File: config.mk
export PLATFORM = sky130hd
export DESIGN_NAME = bcbs_sequencer
export DESIGN_NICKNAME = d
export VERILOG_FILES = /design/src/hdl/bcbs_pkg.sv /design/src/hdl/bcbs_branch_cond.sv /design/src/hdl/bcbs_eclk_div.sv /design/src/hdl/bcbs_sequencer.sv
export SDC_FILE = /design/constraint.sdc
export NUM_CORES = 1
export LEC_CHECK = 0
export BUFFER_PORTS_ARGS = -buffer_cell sky130_fd_sc_hd__buf_2
export CAP_MARGIN = 20
export CORE_AREA = 2 2 164 166
export CTS_CLUSTER_DIAMETER = 200
export DETAILED_ROUTE_END_ITERATION = 12
export DIE_AREA = 0 0 166 168
export GPL_ROUTABILITY_DRIVEN = 0
export MAX_ROUTING_LAYER = met4
export PLACE_DENSITY = 0.69
export SYNTH_ARGS = -nofsm -noshare
export SYNTH_HDL_FRONTEND = slang
export SYNTH_HIERARCHICAL = 1
export SYNTH_SLANG_ARGS = --single-unit
File: constraint.sdc
create_clock -name i_core_clk -period 4.5 [get_ports i_core_clk]
set_clock_uncertainty 0.05 [all_clocks]
set_input_delay 0.9 -clock i_core_clk [delete_from_list [all_inputs] [get_ports i_core_clk]]
set_output_delay 0.9 -clock i_core_clk [all_outputs]
set_load 0.03 [all_outputs]
File: src/hdl/bcbs_pkg.sv
// constants, types and carriers of the bit-set / call / branch sequencer
// Summary of operation
// - set-bits opcodes 14, 1C, 18 1C; 6/7/8 cycles
// - address, operand, mask, dummy FFFF, write back
// - call first advances pc by two
// - push return low byte, then stack pointer minus one
// - push return high byte, then stack pointer minus one
// - then pc becomes advanced pc plus offset
// - call 8D: six cycles in fixed order
// - opcode 28 branches when overflow is clear
// - no-overflow branch: opcode, offset, dummy FFFF
// - signed greater, less-equal, greater-equal, less conditions
// - equal, not-equal, minus, plus, overflow, always, never
package bcbs_pkg;

	// ****************************************
	// opcodes
	// ****************************************
	localparam logic [7:0] OP_SET_BITS_DIR  = 8'h14;
	localparam logic [7:0] OP_SET_BITS_IDX  = 8'h1C;
	localparam logic [7:0] OP_PREFIX_Y      = 8'h18;
	localparam logic [7:0] OP_REL_CALL      = 8'h8D;
	localparam logic [3:0] OP_BRANCH_HI     = 4'h2;
	localparam logic [7:0] OP_BR_NO_OVF     = 8'h28;

	// ****************************************
	// bus and reset values
	// ****************************************
	localparam logic [15:0] DUMMY_ADDR      = 16'hFFFF;
	localparam logic [15:0] PC_STEP         = 16'h0001;
	localparam logic [15:0] SP_STEP         = 16'h0001;
	localparam logic [15:0] PC_RESET        = 16'h0000;
	localparam logic [15:0] SP_RESET        = 16'h00FF;
	localparam int          E_DIV_DEFAULT   = 4;

	// ****************************************
	// condition code bit positions
	// ****************************************
	localparam int FLAG_C = 0;
	localparam int FLAG_V = 1;
	localparam int FLAG_Z = 2;
	localparam int FLAG_N = 3;

	// ****************************************
	// apb register map and fields
	// ****************************************
	localparam logic [7:0] REG_CTRL   = 8'h00;
	localparam logic [7:0] REG_FLAGS  = 8'h04;
	localparam logic [7:0] REG_PC     = 8'h08;
	localparam logic [7:0] REG_SP     = 8'h0C;
	localparam logic [7:0] REG_IX     = 8'h10;
	localparam logic [7:0] REG_IY     = 8'h14;
	localparam logic [7:0] REG_STATUS = 8'h18;
	localparam int CTRL_RUN    = 0;
	localparam int STAT_BUSY   = 0;
	localparam int STAT_TAKEN  = 1;
	localparam int STAT_BADOP  = 2;
	localparam int STAT_OP_LSB = 8;

	typedef enum logic [3:0] {
		S_FETCH, S_PREFIX, S_OFFSET, S_IDX_DUMMY, S_OPER, S_MASK, S_MASK_DUMMY,
		S_WRITE, S_BR_DUMMY, S_CALL_DUMMY, S_CALL_SUB, S_PUSH_LO, S_PUSH_HI
	} bcbs_state_t;

	typedef enum logic [1:0] {M_DIR, M_IDX_X, M_IDX_Y} bcbs_mode_t;

	typedef struct packed {
		logic        valid;
		logic        rw;
		logic [15:0] addr;
		logic [7:0]  wdata;
	} bcbs_bus_t;

endpackage

File: src/hdl/bcbs_branch_cond.sv
// branch condition table for the 2x opcode family
`timescale 1ns/1ps
module bcbs_branch_cond (
	// opcode low nibble and flags
	input  wire logic [3:0] i_cond,
	input  wire logic [3:0] i_flags,
	// decision
	output logic            o_taken
);
	logic n, z, v, c;

	always_comb
	begin
		n = i_flags[bcbs_pkg::FLAG_N];
		z = i_flags[bcbs_pkg::FLAG_Z];
		v = i_flags[bcbs_pkg::FLAG_V];
		c = i_flags[bcbs_pkg::FLAG_C];
		case (i_cond)
			4'h0: o_taken = 1'b1;
			4'h1: o_taken = 1'b0;
			4'h2: o_taken = ~(c | z);
			4'h3: o_taken = c | z;
			4'h4: o_taken = ~c;
			4'h5: o_taken = c;
			4'h6: o_taken = ~z;
			4'h7: o_taken = z;
			4'h8: o_taken = ~v;
			4'h9: o_taken = v;
			4'hA: o_taken = ~n;
			4'hB: o_taken = n;
			4'hC: o_taken = ~(n ^ v);
			4'hD: o_taken = n ^ v;
			4'hE: o_taken = ~(z | (n ^ v));
			4'hF: o_taken = z | (n ^ v);
			default: o_taken = 1'b0;
		endcase
	end
endmodule

File: src/hdl/bcbs_eclk_div.sv
// e-clock enable divider: one-cycle tick every DIV core clocks
`timescale 1ns/1ps
module bcbs_eclk_div #(
	parameter int DIV = bcbs_pkg::E_DIV_DEFAULT
) (
	// clock and reset
	input  wire logic i_core_clk,
	input  wire logic i_sys_rst,
	// enable out
	output logic      o_tick
);
	logic [7:0] cnt_reg;
	logic [7:0] cnt_next;

	always_comb
	begin
		cnt_next = (cnt_reg == 8'(DIV - 1)) ? 8'h00 : cnt_reg + 8'h01;
	end

	always_ff @(posedge i_core_clk)
	begin
		if (i_sys_rst)
		begin
			cnt_reg <= 8'h00;
			o_tick  <= 1'b0;
		end
		else
		begin
			cnt_reg <= cnt_next;
			o_tick  <= (cnt_reg == 8'(DIV - 1));
		end
	end
endmodule

File: src/hdl/bcbs_sequencer.sv
// bit-set, relative call and conditional branch sequencer with apb control
`timescale 1ns/1ps
module bcbs_sequencer #(
	parameter int E_DIV = bcbs_pkg::E_DIV_DEFAULT
) (
	// clock and reset
	input  wire logic                    i_core_clk,
	input  wire logic                    i_sys_rst,
	// apb slave
	input  wire logic                    i_psel,
	input  wire logic                    i_penable,
	input  wire logic                    i_pwrite,
	input  wire logic [7:0]              i_paddr,
	input  wire logic [31:0]             i_pwdata,
	output logic      [31:0]             o_prdata,
	output logic                         o_pready,
	output logic                         o_pslverr,
	// system bus, one access per e-cycle
	output bcbs_pkg::bcbs_bus_t          o_bus,
	input  wire logic [7:0]              i_bus_rdata,
	output logic                         o_e_tick
);

	// ****************************************
	// state
	// ****************************************
	typedef struct packed {
		bcbs_pkg::bcbs_state_t st;
		bcbs_pkg::bcbs_mode_t  mode;
		logic [7:0]            opcode;
		logic [15:0]           pc;
		logic [15:0]           sp;
		logic [15:0]           ix;
		logic [15:0]           iy;
		logic [15:0]           op_addr;
		logic [15:0]           ea;
		logic [15:0]           tgt;
		logic [7:0]            off;
		logic [7:0]            oper;
		logic [7:0]            mask;
		logic [3:0]            cyc;
		logic [3:0]            flags;
		logic                  run;
		logic                  taken;
		logic                  bad_op;
		bcbs_pkg::bcbs_bus_t   bus;
		logic [31:0]           prdata;
		logic                  pready;
		logic                  pslverr;
	} bcbs_core_t;

	bcbs_core_t core_reg;
	bcbs_core_t core_next;
	logic       e_tick;
	logic       cond_taken;

	bcbs_eclk_div #(
		.DIV        (E_DIV)
	) u_div (
		.i_core_clk (i_core_clk),
		.i_sys_rst  (i_sys_rst),
		.o_tick     (e_tick)
	);

	bcbs_branch_cond u_cond (
		.i_cond  (core_reg.opcode[3:0]),
		.i_flags (core_reg.flags),
		.o_taken (cond_taken)
	);

	function automatic logic [15:0] sext(input logic [7:0] b);
		sext = {{8{b[7]}}, b};
	endfunction

	// ****************************************
	// next state
	// ****************************************
	always_comb
	begin
		logic idle;
		logic [15:0] base;
		idle      = 1'b0;
		base      = 16'h0000;
		core_next = core_reg;

		if (e_tick)
		begin
			case (core_reg.st)
				bcbs_pkg::S_FETCH:
				begin
					if (core_reg.run)
					begin
						core_next.opcode  = i_bus_rdata;
						core_next.op_addr = core_reg.pc;
						core_next.pc      = core_reg.pc + bcbs_pkg::PC_STEP;
						core_next.bad_op  = 1'b0;
						core_next.taken   = 1'b0;
						if (i_bus_rdata == bcbs_pkg::OP_SET_BITS_DIR)
						begin
							core_next.mode = bcbs_pkg::M_DIR;
							core_next.st   = bcbs_pkg::S_OFFSET;
						end
						else if (i_bus_rdata == bcbs_pkg::OP_SET_BITS_IDX)
						begin
							core_next.mode = bcbs_pkg::M_IDX_X;
							core_next.st   = bcbs_pkg::S_OFFSET;
						end
						else if (i_bus_rdata == bcbs_pkg::OP_PREFIX_Y)
						begin
							core_next.st = bcbs_pkg::S_PREFIX;
						end
						else if (i_bus_rdata == bcbs_pkg::OP_REL_CALL ||
							i_bus_rdata[7:4] == bcbs_pkg::OP_BRANCH_HI)
						begin
							core_next.st = bcbs_pkg::S_OFFSET;
						end
						else
						begin
							// other opcodes belong elsewhere; flag and move on
							core_next.bad_op = 1'b1;
						end
					end
				end
				bcbs_pkg::S_PREFIX:
				begin
					core_next.pc = core_reg.pc + bcbs_pkg::PC_STEP;
					if (i_bus_rdata == bcbs_pkg::OP_SET_BITS_IDX)
					begin
						core_next.opcode = i_bus_rdata;
						core_next.mode   = bcbs_pkg::M_IDX_Y;
						core_next.st     = bcbs_pkg::S_OFFSET;
					end
					else
					begin
						core_next.bad_op = 1'b1;
						core_next.st     = bcbs_pkg::S_FETCH;
					end
				end
				bcbs_pkg::S_OFFSET:
				begin
					core_next.off = i_bus_rdata;
					core_next.pc  = core_reg.pc + bcbs_pkg::PC_STEP;
					base = (core_reg.mode == bcbs_pkg::M_IDX_Y) ? core_reg.iy : core_reg.ix;
					if (core_reg.opcode == bcbs_pkg::OP_SET_BITS_DIR)
					begin
						core_next.ea = {8'h00, i_bus_rdata};
						core_next.st = bcbs_pkg::S_OPER;
					end
					else if (core_reg.opcode == bcbs_pkg::OP_SET_BITS_IDX)
					begin
						core_next.ea = base + {8'h00, i_bus_rdata};
						core_next.st = bcbs_pkg::S_IDX_DUMMY;
					end
					else if (core_reg.opcode == bcbs_pkg::OP_REL_CALL)
					begin
						core_next.st = bcbs_pkg::S_CALL_DUMMY;
					end
					else
					begin
						core_next.st = bcbs_pkg::S_BR_DUMMY;
					end
				end
				bcbs_pkg::S_IDX_DUMMY:
				begin
					core_next.st = bcbs_pkg::S_OPER;
				end
				bcbs_pkg::S_OPER:
				begin
					core_next.oper = i_bus_rdata;
					core_next.st   = bcbs_pkg::S_MASK;
				end
				bcbs_pkg::S_MASK:
				begin
					core_next.mask = i_bus_rdata;
					core_next.pc   = core_reg.pc + bcbs_pkg::PC_STEP;
					core_next.st   = bcbs_pkg::S_MASK_DUMMY;
				end
				bcbs_pkg::S_MASK_DUMMY:
				begin
					core_next.st = bcbs_pkg::S_WRITE;
				end
				bcbs_pkg::S_WRITE:
				begin
					core_next.st = bcbs_pkg::S_FETCH;
				end
				bcbs_pkg::S_BR_DUMMY:
				begin
					// decision taken in the dummy cycle, flags are stable here
					core_next.taken = cond_taken;
					if (cond_taken)
					begin
						core_next.pc = core_reg.pc + sext(core_reg.off);
					end
					core_next.st = bcbs_pkg::S_FETCH;
				end
				bcbs_pkg::S_CALL_DUMMY:
				begin
					core_next.tgt = core_reg.pc + sext(core_reg.off);
					core_next.st  = bcbs_pkg::S_CALL_SUB;
				end
				bcbs_pkg::S_CALL_SUB:
				begin
					core_next.st = bcbs_pkg::S_PUSH_LO;
				end
				bcbs_pkg::S_PUSH_LO:
				begin
					core_next.sp = core_reg.sp - bcbs_pkg::SP_STEP;
					core_next.st = bcbs_pkg::S_PUSH_HI;
				end
				bcbs_pkg::S_PUSH_HI:
				begin
					core_next.sp    = core_reg.sp - bcbs_pkg::SP_STEP;
					core_next.pc    = core_reg.tgt;
					core_next.taken = 1'b1;
					core_next.st    = bcbs_pkg::S_FETCH;
				end
				default:
				begin
					core_next.st = bcbs_pkg::S_FETCH;
				end
			endcase
			core_next.cyc = (core_next.st == bcbs_pkg::S_FETCH) ? 4'h0 : core_reg.cyc + 4'h1;
		end

		// ****************************************
		// apb slave: one wait-free access phase
		// ****************************************
		idle = (core_reg.st == bcbs_pkg::S_FETCH) && !core_reg.run;
		core_next.pready  = i_psel && !i_penable;
		core_next.pslverr = 1'b0;
		core_next.prdata  = 32'h0000_0000;
		if (i_psel && !i_penable)
		begin
			case (i_paddr)
				bcbs_pkg::REG_CTRL:   core_next.prdata[bcbs_pkg::CTRL_RUN] = core_reg.run;
				bcbs_pkg::REG_FLAGS:  core_next.prdata[3:0] = core_reg.flags;
				bcbs_pkg::REG_PC:     core_next.prdata[15:0] = core_reg.pc;
				bcbs_pkg::REG_SP:     core_next.prdata[15:0] = core_reg.sp;
				bcbs_pkg::REG_IX:     core_next.prdata[15:0] = core_reg.ix;
				bcbs_pkg::REG_IY:     core_next.prdata[15:0] = core_reg.iy;
				bcbs_pkg::REG_STATUS:
				begin
					core_next.prdata[bcbs_pkg::STAT_BUSY]  = core_reg.st != bcbs_pkg::S_FETCH;
					core_next.prdata[bcbs_pkg::STAT_TAKEN] = core_reg.taken;
					core_next.prdata[bcbs_pkg::STAT_BADOP] = core_reg.bad_op;
					core_next.prdata[bcbs_pkg::STAT_OP_LSB +: 8] = core_reg.opcode;
				end
				default:              core_next.pslverr = 1'b1;
			endcase
		end
		if (i_psel && i_penable && core_reg.pready && i_pwrite)
		begin
			// programmer-model writes only land while the core is stopped
			case (i_paddr)
				bcbs_pkg::REG_CTRL: core_next.run = i_pwdata[bcbs_pkg::CTRL_RUN];
				bcbs_pkg::REG_FLAGS: if (idle) core_next.flags = i_pwdata[3:0];
				bcbs_pkg::REG_PC:   if (idle) core_next.pc = i_pwdata[15:0];
				bcbs_pkg::REG_SP:   if (idle) core_next.sp = i_pwdata[15:0];
				bcbs_pkg::REG_IX:   if (idle) core_next.ix = i_pwdata[15:0];
				bcbs_pkg::REG_IY:   if (idle) core_next.iy = i_pwdata[15:0];
				default:            core_next.run = core_reg.run;
			endcase
		end

		// ****************************************
		// bus cycle for the next e-cycle
		// ****************************************
		core_next.bus.valid = (core_next.st != bcbs_pkg::S_FETCH) || core_next.run;
		core_next.bus.rw    = 1'b1;
		core_next.bus.wdata = 8'h00;
		case (core_next.st)
			bcbs_pkg::S_OPER:      core_next.bus.addr = core_next.ea;
			bcbs_pkg::S_WRITE:
			begin
				core_next.bus.addr  = core_next.ea;
				core_next.bus.rw    = 1'b0;
				core_next.bus.wdata = core_next.oper | core_next.mask;
			end
			bcbs_pkg::S_IDX_DUMMY, bcbs_pkg::S_MASK_DUMMY, bcbs_pkg::S_BR_DUMMY,
			bcbs_pkg::S_CALL_DUMMY: core_next.bus.addr = bcbs_pkg::DUMMY_ADDR;
			bcbs_pkg::S_CALL_SUB:   core_next.bus.addr = core_next.tgt;
			bcbs_pkg::S_PUSH_LO:
			begin
				core_next.bus.addr  = core_next.sp;
				core_next.bus.rw    = 1'b0;
				core_next.bus.wdata = core_next.pc[7:0];
			end
			bcbs_pkg::S_PUSH_HI:
			begin
				core_next.bus.addr  = core_next.sp;
				core_next.bus.rw    = 1'b0;
				core_next.bus.wdata = core_next.pc[15:8];
			end
			default:               core_next.bus.addr = core_next.pc;
		endcase
	end

	always_ff @(posedge i_core_clk)
	begin
		if (i_sys_rst)
		begin
			core_reg           <= '0;
			core_reg.st        <= bcbs_pkg::S_FETCH;
			core_reg.mode      <= bcbs_pkg::M_DIR;
			core_reg.pc        <= bcbs_pkg::PC_RESET;
			core_reg.sp        <= bcbs_pkg::SP_RESET;
			core_reg.bus.addr  <= bcbs_pkg::PC_RESET;
			core_reg.bus.rw    <= 1'b1;
		end
		else
		begin
			core_reg <= core_next;
		end
	end

	assign o_bus     = core_reg.bus;
	assign o_prdata  = core_reg.prdata;
	assign o_pready  = core_reg.pready;
	assign o_pslverr = core_reg.pslverr;
	assign o_e_tick  = e_tick;
endmodule

==> results.cfg <==
[timing]
fmax_mhz = 253
maxSlewViolCount = 0
max_slew_margin_pct = 33.0
hold_viol_final = 0
layout_setup_ws_ns = 0.546
tightest_slew_ns = 1.00
setup_tns_ns = 0
holdWs_ns = 0.414
period_share_pct = 87.9
rsz0062_at_grt = false
finalCriticalPeriod_ns = 3.95
setup-violations-final = 0

[status]
violations = design-rule violations
status = finished with violations

[floorplanning]
die_area_sq_mm = 0.0279
coreArea_sq_mm = 0.0264
num_rows = 60
initial_core_util_pct = 44.0
die_w_microns = 166
ioPinCount = 114
fp.dieH_microns = 168

[pwr]
p_per_area_mw_per_mm2 = 282
p_total_uw = 3520
p_leak_uw = 0.00473
vdd_ir_drop_max_mv = 0.196

[final_layout]
layout-drive-gt1-share_pct = 13.5
fillers = 2592
final_common_cell = nand2_1
largest_reg_flops = 141
layout_common_cells = nand2_1 (214), dfxtp_1 (194), nor2_1 (160)
nNetsFinal = 1548
fin_area_sq_mm = 0.0125
multi_input_area_sq_mm = 0.00688
regArea_sq_mm = 0.00388
syn_to_final_growth_pct = 7.89

[synthesis]
synth-seq-cells = 194
ys_types = 93
seq_area_frac_synth_pct = 33.5
netlist_area_sq_mm = 0.0116
yosys_warnings = 6
synthCells = 1469
ys_async_sr_fraction_pct = 0
syn_avg_cell_area_sq_um = 7.89
synth_edf_count = 0
synth_ff_type = dfxtp_1

[cts]
clk_latency_ns = 0.44
ctsRootBufferMaster = clkbuf_16
cts_sinks = 194
htree_levels = 4
cts_buffers = 17
hold_buffers = 0
cts_tree = done
clk_pin_slew_ns = 0.07
clock_path_buffers = 2
post_cts_buffers = 0
cts_resized = 0

[placement]
place_ws_ns = 0.663
io_buffer_count = 81
dpl_cell_area_sq_mm = 0.0119
post-dp-hpwl_mm = 26.7

[detailed_routing]
routedWlPerCell_microns = 19.9
vias_per_cell = 6.00
ant_nets = 0
drt_pass1_iterations = 11
routed_wl_mm = 36.2
drc_errors = 2
num_vias = 10917
first_iter_violations = 1350

[global_routing]
antenna_found_initial = 0
overflow = 0
grt_start_max_net_pins = 164
grtUsageTotal_pct = 26.0
grt_pass1_wl_mm = 55.6
grt_pass1_vias = 10103

[worst_setup_path]
end_kind = flip-flop
crit_slowest_cell = dfxtp_1
crit_fanout = 9
slowest_delay_ns = 0.58
worstPathArrival_ns = 4.23
crit_required_ns = 4.78
crit_type = reg2reg
cp_cell_sequence = mux2_4, a221o_1, a21oi_1, xor2_1, nor3b_1, nand2_1, o211ai_1, buf_4, nor3_1, nor2_1, a211o_1, o21ai_0, a221oi_1
startpoint_type = flip-flop

[min_path]
holdCritPathClass = reg2reg

[flow_run]
maxCapViolations = 0
-- Yosys cell counts, drive strengths merged, types with 11 or more instances --
master / n / area [sq um]
a211oi: 14 / 110
a21oi: 151 / 756
a221oi: 14 / 141
a22oi: 35 / 263
a31oi: 20 / 125
and3: 11 / 68.8
buf: 87 / 603
clkbuf: 56 / 210
dfxtp: 194 / 3880
ha: 27 / 338
inv: 17 / 63.8
mux2: 16 / 188
mux2i: 37 / 370
nand2: 214 / 803
nand2b: 29 / 196
nand3: 31 / 160
nand4: 11 / 68.8
nor2: 162 / 618
nor2b: 18 / 113
nor3: 30 / 170
nor4: 13 / 103
o211ai: 12 / 95.1
o21ai: 59 / 295
or2: 11 / 68.8
xnor2: 24 / 210
xor2: 23 / 201
-- through the flow --
| stage | cells | util [%] |
|---|---|---|
| 2_1_floorplan | 1484 | - |
| 3_3_place_gp | 1788 | 45.0 |
| 3_5_place_dp | 1788 | 45.0 |
| 4_1_cts | 1820 | 47.4 |
| 5_1_grt | 1820 | 47.4 |
| 6_report | 1821 | 47.4 |
-- worst max-delay path, delay by kind of cell, from the launching register on --
family | cells | cell delay (ns)
buffers and inverters | 1 | 0.27
flip-flops | 1 | 0.58
multiplexers | 1 | 0.34
AND/OR/NAND/NOR | 4 | 0.85
XOR/XNOR | 1 | 0.16
AO/OA/AOI/OAI | 6 | 1.59
-- final cells by class --
| class | instances | area share [%] |
|---|---|---|
| multi-input cells | 1129 | 55.0 |
| flip-flops and latches | 194 | 31.1 |
| repair buffers | 106 | 4.87 |
| clock buffers | 18 | 3.51 |
| well taps | 341 | 3.41 |
| clock inverters | 14 | 1.55 |
| inverters | 18 | 0.541 |
| diodes | 1 | 0.0200 |
-- final timing paths --
| kind | cells after the start | start | to | slack [ns] |
|---|---|---|---|---|
| max | 13 | core_reg[209] | o_bus[21] | 0.55 |
| min | 2 | core_reg[82] | core_reg[82] | 0.41 |
| max reg2reg | 13 | core_reg[209] | o_bus[21] | 0.55 |
| min reg2reg | 2 | core_reg[82] | core_reg[82] | 0.41 |
-- cells by family after synthesis --
group           share of synthesized area [%]
other cells                            0.0324
flops                                    33.5
compound gates                           22.5
mux                                      4.82
buf+inv                                  7.60
xor+xnor                                 3.55
fa+ha+maj                                3.26
simple gates                             24.7
-- layer usage --
| layer | part of all wire, % | wire length (microns) | track usage (%) |
|---|---|---|---|
| met1 | 41 | 14800 | 32.4 |
| met2 | 45 | 16400 | 40.2 |
| met3 | 8.5 | 3080 | 5.03 |
| met4 | 5.3 | 1910 | 13.4 |
| met5 | 0 | 0 | - |
-- where the power goes --
part	leakage (uW)	total [uW]	switching [uW]	internal, uW
sequential	0.00156	1720	4.27	1720
combinational	0.00286	150	115	34.5
clock	0.000302	1650	737	911
total	0.00473	3520	856	2660
No activity file was read; power rests on OpenSTA's default activity.
